File: src/isf_pkg.sv
// Package for the bus status and queue level block.
// Assumes an APB master with 32-bit data and word-aligned register offsets.
package isf_pkg;

   // Register byte offsets.
   localparam logic [7:0] BUS_STATUS_OFS     = 8'h70;
   localparam logic [7:0] TX_LEVEL_OFS       = 8'h74;
   localparam logic [7:0] RX_LEVEL_OFS       = 8'h78;
   localparam logic [7:0] CTRL_OFS           = 8'h90;
   localparam logic [7:0] EVENT_STATUS_OFS   = 8'h94;
   localparam logic [7:0] EVENT_MASK_OFS     = 8'h98;

   // Reset values.
   localparam logic [31:0] BUS_STATUS_RST    = 32'h0000_0006;
   localparam logic [31:0] LEVEL_RST         = 32'h0000_0000;
   localparam logic [1:0]  CTRL_RST          = 2'h0;
   localparam logic [4:0]  EVENT_RST         = 5'h00;

   // Queue geometry: a three-bit count holds up to the depth.
   localparam int          COUNT_W           = 3;
   localparam logic [2:0]  QUEUE_DEPTH       = 3'h4;

   // Bus status field positions.
   localparam int ST_ACTIVITY                = 0;
   localparam int ST_TX_NOT_FULL             = 1;
   localparam int ST_TX_EMPTY                = 2;
   localparam int ST_RX_NONEMPTY             = 3;
   localparam int ST_RX_FULL                 = 4;
   localparam int ST_MASTER_BUSY             = 5;
   localparam int ST_SLAVE_BUSY              = 6;
   localparam int ST_MASTER_STALL_TX         = 7;
   localparam int ST_MASTER_STALL_RX         = 8;
   localparam int ST_SLAVE_STALL_TX          = 9;
   localparam int ST_SLAVE_STALL_RX          = 10;
   localparam int ST_SDA_RECOVERED           = 11;

   // Control field positions.
   localparam int CTRL_ENABLE                = 0;
   localparam int CTRL_STALL_EN              = 1;

   // Event field positions, shared by event status and event mask.
   localparam int EV_MASTER_STALL_TX         = 0;
   localparam int EV_MASTER_STALL_RX         = 1;
   localparam int EV_SLAVE_STALL_TX          = 2;
   localparam int EV_SLAVE_STALL_RX          = 3;
   localparam int EV_ABORT_FLUSH             = 4;
   localparam int EV_W                       = 5;

   // APB slave phase.
   typedef enum logic [0:0] {
      APB_IDLE,
      APB_DONE
   } isf_apb_e;

endpackage : isf_pkg

File: src/isf_status_fifo_level.sv
// Status reporting and queue level tracking for a two-wire bus controller.
// Assumes the controller core drives its FSM activity, queue push/pop pulses
// and abort signals synchronously to pclk, and an APB master reaches registers.
//
// Overview of operation
// - Slave stalls bus when receive queue overflows.
// - Slave stalls read while transmit queue empty.
// - Master stalls bus when receive queue overflows.
// - Master write stalls on empty, no stop.
// - Bit six shows slave FSM busy.
// - Bit five shows master FSM busy.
// - Bit zero is OR of both busy.
// - Bit four set while receive queue full.
// - Bit three set while receive queue nonempty.
// - Bit two set when transmit queue empty.
// - Bit one set while transmit queue has room.
// - Recovery bit shows data line was released.
// - Transmit count clears on disable or aborts.
// - Transmit count tracks pushes and pops.
// - Receive count clears on disable or transmit abort with nonzero cause.
// - Receive count tracks pushes and pops.
// - Disable forces bits one, two high; three, ten low.
// - Status register read-only, never interrupts.
`timescale 1ns/1ps
`default_nettype none

module isf_status_fifo_level (
   // Clock and reset.
   input  wire logic                pclk,
   input  wire logic                presetn,
   // APB slave port.
   input  wire logic                psel,
   input  wire logic                penable,
   input  wire logic                pwrite,
   input  wire logic [7:0]          paddr,
   input  wire logic [31:0]         pwdata,
   output var  logic [31:0]         prdata,
   output var  logic                pready,
   output var  logic                pslverr,
   // Controller core state.
   input  wire logic                master_fsm_busy,
   input  wire logic                slave_fsm_busy,
   input  wire logic                master_write_active,
   input  wire logic                last_cmd_had_stop,
   input  wire logic                master_rx_byte_waiting,
   input  wire logic                slave_rx_byte_waiting,
   input  wire logic                slave_read_request,
   input  wire logic                sda_recovered,
   // Queue traffic pulses.
   input  wire logic                tx_push,
   input  wire logic                tx_pop,
   input  wire logic                rx_push,
   input  wire logic                rx_pop,
   // Abort signals.
   input  wire logic                transmit_abort_flag,
   input  wire logic [31:0]         abort_cause_record,
   input  wire logic                slave_bulk_abort,
   // Bus stall requests to the line drivers.
   output var  logic                master_stall_on_tx_empty,
   output var  logic                master_stall_on_rx_full,
   output var  logic                slave_stall_on_tx_empty,
   output var  logic                slave_stall_on_rx_full,
   // Interrupt.
   output var  logic                irq
);

   // Queue counts.
   logic [isf_pkg::COUNT_W-1:0]     tx_queue_count_q;     // Transmit entries held.
   logic [isf_pkg::COUNT_W-1:0]     rx_queue_count_q;     // Receive entries held.
   // Control and event registers.
   logic [1:0]                      ctrl_q;               // Enable and stall enable.
   logic [isf_pkg::EV_W-1:0]        event_q;              // Sticky events.
   logic [isf_pkg::EV_W-1:0]        mask_q;               // Event mask.
   // Stall flags, registered so they drop one cycle after their cause.
   logic                            mst_tx_q;
   logic                            mst_rx_q;
   logic                            slv_tx_q;
   logic                            slv_rx_q;
   // APB phase and outputs.
   isf_pkg::isf_apb_e               apb_q;
   logic [31:0]                     prdata_q;
   logic                            pslverr_q;
   logic                            irq_q;

   // Decoded helpers.
   logic                            enabled;              // Controller enabled.
   logic                            stall_en;             // Receive full stall enable.
   logic                            tx_empty;
   logic                            tx_full;
   logic                            rx_empty;
   logic                            rx_full;
   logic                            tx_clear;
   logic                            rx_clear;
   logic                            mst_tx_d;
   logic                            mst_rx_d;
   logic                            slv_tx_d;
   logic                            slv_rx_d;
   logic [31:0]                     status;               // Assembled bus status word.
   logic [isf_pkg::EV_W-1:0]        event_set;
   logic                            apb_access;           // Access phase, first cycle.
   logic                            apb_commit;           // Edge where pready is sampled high.
   logic                            wr_commit;
   logic                            addr_ok;
   logic [31:0]                     read_word;

   // Next queue count: a push into a full queue or a pop from an empty one is
   // ignored, so the count can never wrap past the depth.
   function automatic logic [isf_pkg::COUNT_W-1:0] next_count(
      input logic [isf_pkg::COUNT_W-1:0] cnt,
      input logic                        push,
      input logic                        pop);
      logic                              do_push;
      logic                              do_pop;
      do_push = push && (cnt != isf_pkg::QUEUE_DEPTH);
      do_pop  = pop && (cnt != '0);
      if (do_push && !do_pop) begin
         next_count = cnt + 3'h1;
      end else if (do_pop && !do_push) begin
         next_count = cnt - 3'h1;
      end else begin
         next_count = cnt;
      end
   endfunction

   // Word select for a register offset; used by decode and read mux.
   function automatic logic is_ofs(input logic [7:0] a, input logic [7:0] ofs);
      is_ofs = (a == ofs);
   endfunction

   assign enabled  = ctrl_q[isf_pkg::CTRL_ENABLE];
   assign stall_en = ctrl_q[isf_pkg::CTRL_STALL_EN];
   assign tx_empty = (tx_queue_count_q == '0);
   assign tx_full  = (tx_queue_count_q == isf_pkg::QUEUE_DEPTH);
   assign rx_empty = (rx_queue_count_q == '0);
   assign rx_full  = (rx_queue_count_q == isf_pkg::QUEUE_DEPTH);

   assign tx_clear = !enabled || transmit_abort_flag || slave_bulk_abort;
   assign rx_clear = !enabled || (transmit_abort_flag && (abort_cause_record != 32'h0000_0000));

   // Stall conditions; all are held off while the controller is disabled.
   always_comb begin
      mst_tx_d = enabled && master_write_active && tx_empty && !last_cmd_had_stop;
      mst_rx_d = enabled && stall_en && master_rx_byte_waiting && rx_full;
      slv_tx_d = enabled && slave_read_request && tx_empty;
      slv_rx_d = enabled && stall_en && slave_rx_byte_waiting && rx_full;
   end

   // Transmit queue level.
   always_ff @(posedge pclk or negedge presetn) begin
      if (!presetn) begin
         tx_queue_count_q <= isf_pkg::LEVEL_RST[isf_pkg::COUNT_W-1:0];
      end else if (tx_clear) begin
         tx_queue_count_q <= '0;
      end else begin
         tx_queue_count_q <= next_count(tx_queue_count_q, tx_push, tx_pop);
      end
   end

   // Receive queue level.
   always_ff @(posedge pclk or negedge presetn) begin
      if (!presetn) begin
         rx_queue_count_q <= isf_pkg::LEVEL_RST[isf_pkg::COUNT_W-1:0];
      end else if (rx_clear) begin
         rx_queue_count_q <= '0;
      end else begin
         rx_queue_count_q <= next_count(rx_queue_count_q, rx_push, rx_pop);
      end
   end

   // Stall flags follow their condition one cycle late, which is also what the
   // line drivers see; a combinational path would race the queue update.
   always_ff @(posedge pclk or negedge presetn) begin
      if (!presetn) begin
         mst_tx_q <= 1'b0;
         mst_rx_q <= 1'b0;
         slv_tx_q <= 1'b0;
         slv_rx_q <= 1'b0;
      end else begin
         mst_tx_q <= mst_tx_d;
         mst_rx_q <= mst_rx_d;
         slv_tx_q <= slv_tx_d;
         slv_rx_q <= slv_rx_d;
      end
   end

   // Bus status word assembly.
   always_comb begin
      status = 32'h0000_0000;
      status[isf_pkg::ST_SLAVE_BUSY]      = slave_fsm_busy;
      status[isf_pkg::ST_MASTER_BUSY]     = master_fsm_busy;
      status[isf_pkg::ST_ACTIVITY]        = master_fsm_busy || slave_fsm_busy;
      status[isf_pkg::ST_RX_FULL]         = rx_full;
      status[isf_pkg::ST_RX_NONEMPTY]     = !rx_empty;
      status[isf_pkg::ST_TX_EMPTY]        = tx_empty;
      status[isf_pkg::ST_TX_NOT_FULL]     = !tx_full;
      status[isf_pkg::ST_MASTER_STALL_TX] = mst_tx_q;
      status[isf_pkg::ST_MASTER_STALL_RX] = mst_rx_q;
      status[isf_pkg::ST_SLAVE_STALL_TX]  = slv_tx_q;
      status[isf_pkg::ST_SLAVE_STALL_RX]  = slv_rx_q;
      status[isf_pkg::ST_SDA_RECOVERED]   = sda_recovered;
      if (!enabled) begin
         status[isf_pkg::ST_TX_NOT_FULL]    = 1'b1;
         status[isf_pkg::ST_TX_EMPTY]       = 1'b1;
         status[isf_pkg::ST_RX_NONEMPTY]    = 1'b0;
         status[isf_pkg::ST_SLAVE_STALL_RX] = 1'b0;
      end
   end

   // Event sources: rising edges of each stall and any abort flush while enabled. The bus
   // status bits themselves never reach the interrupt line.
   always_comb begin
      event_set = '0;
      event_set[isf_pkg::EV_MASTER_STALL_TX] = mst_tx_d && !mst_tx_q;
      event_set[isf_pkg::EV_MASTER_STALL_RX] = mst_rx_d && !mst_rx_q;
      event_set[isf_pkg::EV_SLAVE_STALL_TX]  = slv_tx_d && !slv_tx_q;
      event_set[isf_pkg::EV_SLAVE_STALL_RX]  = slv_rx_d && !slv_rx_q;
      event_set[isf_pkg::EV_ABORT_FLUSH]     = enabled && (transmit_abort_flag || slave_bulk_abort);
   end

   // APB phase: one wait state, the answer comes on the second access cycle.
   assign apb_access = psel && penable && (apb_q == isf_pkg::APB_IDLE);
   assign apb_commit = psel && penable && (apb_q == isf_pkg::APB_DONE);

   // Address decode; anything else answers with an error.
   assign addr_ok = is_ofs(paddr, isf_pkg::BUS_STATUS_OFS) || is_ofs(paddr, isf_pkg::TX_LEVEL_OFS)
                 || is_ofs(paddr, isf_pkg::RX_LEVEL_OFS) || is_ofs(paddr, isf_pkg::CTRL_OFS)
                 || is_ofs(paddr, isf_pkg::EVENT_STATUS_OFS) || is_ofs(paddr, isf_pkg::EVENT_MASK_OFS);

   // Writes land only at the edge where pready is sampled high.
   assign wr_commit = apb_commit && pwrite && !pslverr_q;

   // Read multiplexer; reserved bits read as zero.
   always_comb begin
      read_word = 32'h0000_0000;
      if (is_ofs(paddr, isf_pkg::BUS_STATUS_OFS)) begin
         read_word = status;
      end else if (is_ofs(paddr, isf_pkg::TX_LEVEL_OFS)) begin
         read_word[isf_pkg::COUNT_W-1:0] = tx_queue_count_q;
      end else if (is_ofs(paddr, isf_pkg::RX_LEVEL_OFS)) begin
         read_word[isf_pkg::COUNT_W-1:0] = rx_queue_count_q;
      end else if (is_ofs(paddr, isf_pkg::CTRL_OFS)) begin
         read_word[1:0] = ctrl_q;
      end else if (is_ofs(paddr, isf_pkg::EVENT_STATUS_OFS)) begin
         read_word[isf_pkg::EV_W-1:0] = event_q;
      end else if (is_ofs(paddr, isf_pkg::EVENT_MASK_OFS)) begin
         read_word[isf_pkg::EV_W-1:0] = mask_q;
      end else begin
         read_word = 32'h0000_0000;
      end
   end

   // APB handshake and answer registers.
   always_ff @(posedge pclk or negedge presetn) begin
      if (!presetn) begin
         apb_q     <= isf_pkg::APB_IDLE;
         prdata_q  <= 32'h0000_0000;
         pslverr_q <= 1'b0;
      end else begin
         case (apb_q)
            isf_pkg::APB_IDLE: begin
               if (apb_access) begin
                  apb_q    <= isf_pkg::APB_DONE;
                  prdata_q <= pwrite ? 32'h0000_0000 : read_word;
                  pslverr_q <= !addr_ok || (pwrite && (is_ofs(paddr, isf_pkg::BUS_STATUS_OFS)
                               || is_ofs(paddr, isf_pkg::TX_LEVEL_OFS)
                               || is_ofs(paddr, isf_pkg::RX_LEVEL_OFS)));
               end
            end
            isf_pkg::APB_DONE: begin
               apb_q     <= isf_pkg::APB_IDLE;
               prdata_q  <= 32'h0000_0000;
               pslverr_q <= 1'b0;
            end
            default: begin
               apb_q <= isf_pkg::APB_IDLE;
            end
         endcase
      end
   end

   // Control register: enable and receive full stall enable.
   always_ff @(posedge pclk or negedge presetn) begin
      if (!presetn) begin
         ctrl_q <= isf_pkg::CTRL_RST;
      end else if (wr_commit && is_ofs(paddr, isf_pkg::CTRL_OFS)) begin
         ctrl_q <= pwdata[1:0];
      end
   end

   // Event mask register.
   always_ff @(posedge pclk or negedge presetn) begin
      if (!presetn) begin
         mask_q <= isf_pkg::EVENT_RST;
      end else if (wr_commit && is_ofs(paddr, isf_pkg::EVENT_MASK_OFS)) begin
         mask_q <= pwdata[isf_pkg::EV_W-1:0];
      end
   end

   // Sticky events, write one to clear; a new event in the clearing cycle wins.
   always_ff @(posedge pclk or negedge presetn) begin
      if (!presetn) begin
         event_q <= isf_pkg::EVENT_RST;
      end else if (wr_commit && is_ofs(paddr, isf_pkg::EVENT_STATUS_OFS)) begin
         event_q <= (event_q & ~pwdata[isf_pkg::EV_W-1:0]) | event_set;
      end else begin
         event_q <= event_q | event_set;
      end
   end

   // Level interrupt, one cycle behind the sticky bits.
   always_ff @(posedge pclk or negedge presetn) begin
      if (!presetn) begin
         irq_q <= 1'b0;
      end else begin
         irq_q <= |(event_q & mask_q);
      end
   end

   assign prdata                   = prdata_q;
   assign pready                   = (apb_q == isf_pkg::APB_DONE);
   assign pslverr                  = pslverr_q;
   assign master_stall_on_tx_empty = mst_tx_q;
   assign master_stall_on_rx_full  = mst_rx_q;
   assign slave_stall_on_tx_empty  = slv_tx_q;
   assign slave_stall_on_rx_full   = slv_rx_q;
   assign irq                      = irq_q;

endmodule : isf_status_fifo_level
`default_nettype wire

File: config.mk
export PLATFORM = sky130hd
export DESIGN_NAME = isf_status_fifo_level
export DESIGN_NICKNAME = d
export VERILOG_FILES = /design/src/isf_pkg.sv /design/src/isf_status_fifo_level.sv
export SDC_FILE = /design/constraint.sdc
export NUM_CORES = 1
export LEC_CHECK = 0
export ABC_AREA = 1
export BUFFER_PORTS_ARGS = -buffer_cell sky130_fd_sc_hd__buf_2
export CAP_MARGIN = 20
export CORE_MARGIN = 3
export CORE_UTILIZATION = 48
export CTS_CLUSTER_DIAMETER = 80
export DETAILED_ROUTE_END_ITERATION = 7
export PLACE_DENSITY = 0.9
export SYNTH_ARGS = -nofsm -noshare
export SYNTH_HDL_FRONTEND = slang
export SYNTH_SLANG_ARGS = --single-unit
File: constraint.sdc
create_clock -name pclk -period 5.1 [get_ports pclk]
set_clock_uncertainty 0.2 [all_clocks]
set_input_delay 0.765 -clock pclk [delete_from_list [all_inputs] [get_ports pclk]]
set_output_delay 0.765 -clock pclk [all_outputs]
set_load 0.05 [all_outputs]
==> impl_metrics.yaml <==
yosys:
  ys_async_sr_fraction_pct: 100.0
  yosysUniqueCellTypes: 33
  yosysSeqAreaShare_pct: 39.03
  syn-cell-area_um2: 2372
  ys_ff_latch: 37
  syn_inst: 309
  synth_edf_count: 0
  yosys_warnings: 0
  syn_area_per_cell_um2: 7.677
  synth-main-ff-cell: "dfrtp_1"
critical_path:
  end_kind: "register"
  max_stage_delay_ps: 460
  critPathArrivalTime_ps: 2190
  critical_path_class: "reg -> reg"
  cpMaxStageDelayCell: "dfrtp_1"
  start_kind: "register"
  crit_fanout: 5
  required_ps: 5080
  crit_chain: "nor2_2 > nand2_1 > nand2_2 > nand3_4 > fa_1 > xnor2_1 > xor2_1 > o22ai_1"
drt:
  wl_per_cell_um: 12.85
  dr.first_iter.drc_count: 116
  vias: 2259
  dr.pass1.iters: 4
  viasPerCell: 4.890
  ant_nets: 0
  routed_wl_um: 5938
  drc: 0
die:
  die_h_um: 76.30
  initial_utilization_pct: 51.97
  core-area_um2: 4564
  io_pins: 130
  std_cell_rows: 24
  die_w_um: 76.30
  dieArea_um2: 5822
placement:
  place_area_um2: 2780
  numPortBuffers: 82
  gp_congestion: 0.9519
  hpwlAfterDp_um: 4736
clocking:
  clkSinkCount: 37
  cts-root-buf: "clkbuf_8"
  postCtsResizedCells: 0
  hold_buffers: 0
  cts_tree: "yes"
  clock_path_buffers: 2
  post_cts_buffers: 0
  htree_levels: 2
  numCtsBuffers: 5
  clock_latency_ps: 290
  clk_pin_slew_worst_paths_ps: 70
hold_path:
  hp-class: "reg -> reg"
grt:
  grt_overflow: 0
  grt_pass1_vias: 2274
  antenna_found_initial: 0
  grtUsageTotal_pct: 21.18
  grt_pass1_wl_um: 9970
  grt_max_degree: 38
layout:
  fin_nets: 489
  areaGrowthSynthToFinish_pct: 22.26
  layout-drive-gt1-share_pct: 30.73
  fin_util_pct: 63.54
  antenna_cells: 0
  final_area_um2: 2900
timing:
  final.min_clock_period_ps: 2214
  rsz0062_at_grt: "false"
  fmaxAchievable_mhz: 451.8
  setup_tns_ps: 0
  hold_viol: 0
  drv_slew: 0
  finalCritPeriodShare_pct: 43.40
  setup_viol: 0
  worstMarginPinSlew_ps: 899.1
  relSlewSlack_pct: 40.06
run_status:
  status: "finished, final reports clean"
power:
  ir_worst_vdd_mv: 0.1278
  power.density_nw_per_um2: 230.3
  power.leakage_nw: 1.559
run:
  drv_cap: 0
==> cell usage after synthesis, types with 3 or more instances <==
master	count	area, µm²
nand2_2	6	37.54
buf_4	20	150.1
a31oi_1	4	25.02
nand2_1	93	349.1
nand3_2	3	30.03
dfrtp_1	37	925.9
nand3_1	19	95.09
inv_2	3	11.26
o21ai_0	10	50.05
nor2_4	6	67.56
o21ai_1	11	55.05
nor2_2	4	25.02
nor3_4	3	48.80
a21oi_1	5	25.02
nor2_1	32	120.1
inv_1	31	116.4
==> per-layer routing <==
layer  up-vias  GRT usage (%)  wire, µm
li1       1117              -         -
met4         0          7.790        78
met3         7          5.910       607
met2       111          38.05      3023
met1      1024          23.76      2228
met5         -              0         0
==> worst max-delay path, delay by kind of cell (launching register included) <==
family,cells,cell delay [ps]
AND/OR/NAND/NOR,4,620
adder cells (fa/ha/maj),1,400
XOR/XNOR,2,340
flip-flops,1,460
AO/OA/AOI/OAI,1,80
==> power breakdown <==
part           internal [mW]  switching, mW
clock                  0.159          0.107
sequential             0.296        0.00270
combinational         0.0275         0.0757
total                  0.482          0.186
==> layout by cell type, fill, tap and decap left out, types with 2 or more instances in the layout <==
cell type / synthesis / routed
nand2_1: 93 / 93
buf_2: 1 / 82
dfrtp_1: 37 / 37
nor2_1: 32 / 32
inv_1: 31 / 31
conb_1: 1 / 20
nand3_1: 19 / 19
o21ai_1: 11 / 11
o21ai_0: 10 / 10
nor2_4: 6 / 6
nand2_2: 6 / 6
clkbuf_8: 0 / 6
a21oi_1: 5 / 5
nor2_2: 4 / 4
a31oi_1: 4 / 4
nand3_2: 3 / 3
inv_2: 3 / 3
nor3_4: 3 / 3
nand2_4: 2 / 2
nand3_4: 2 / 2
mux2i_1: 2 / 2
xnor2_1: 2 / 2
fa_1: 2 / 2
==> final cells by class <==
type                    count  area [µm²]
multi-input cells         236        1235
fillers                   409        1664
clock buffers               6       82.58
well taps                  65       81.33
inverters                  34       127.6
repair buffers             82       410.4
clock inverters             2       37.54
flip-flops and latches     37       925.9
==> path summary, 6_finish.rpt <==
check	start	to	slack [ps]	depth (start not counted)
max	tx_queue_count_q[0]	tx_queue_count_q[2]	2890	8
min	prdata[0]	prdata[0]	280	2
max reg2reg	tx_queue_count_q[0]	tx_queue_count_q[2]	2890	8
min reg2reg	prdata[0]	prdata[0]	280	2
max in group asynchronous	presetn	tx_queue_count_q[0]	3820	1
min in group asynchronous	presetn	pready	360	1
==> through the flow <==
step / hold WS (ps) / std cells / setup WS (ps) / total power, mW
after floorplan: 269.4 / 328 / 3053 / 0.3784
after global placement: 260.8 / 454 / 2898 / 0.4045
after detailed placement: 270.1 / 454 / 2831 / 0.4071
after CTS: 290.2 / 462 / 2903 / 0.6739
after global routing: 307.0 / 462 / 2784 / 0.6977
final: 283.8 / 462 / 2886 / 0.6679
==> registers in the layout (all words and copies together) (netlist names) <==
| name | flops |
|---|---|
| mask_q | 5 |
| tx_queue_count_q | 3 |
| pready | 1 |
| rx_queue_count_q | 3 |
| slave_stall_on_tx_empty | 1 |
| event_q | 5 |
| pslverr | 1 |
| slave_stall_on_rx_full | 1 |
| ctrl_q | 2 |
| irq | 1 |
| prdata | 12 |
| master_stall_on_rx_full | 1 |
| master_stall_on_tx_empty | 1 |
==> logic make-up (layout without fill, tap and decap cells) <==
logic type | count (synthesis) | after routing | synth area share, %
other cells | 1 | 20 | 0.1581
compound gates | 34 | 34 | 8.122
fa+ha+maj | 2 | 2 | 1.688
mux | 2 | 2 | 0.8439
xor+xnor | 3 | 3 | 1.108
flops | 37 | 37 | 39.03
buf+inv | 55 | 124 | 11.92
simple gates | 175 | 175 | 37.13
Note: power is estimated with default switching activity, not from simulation.
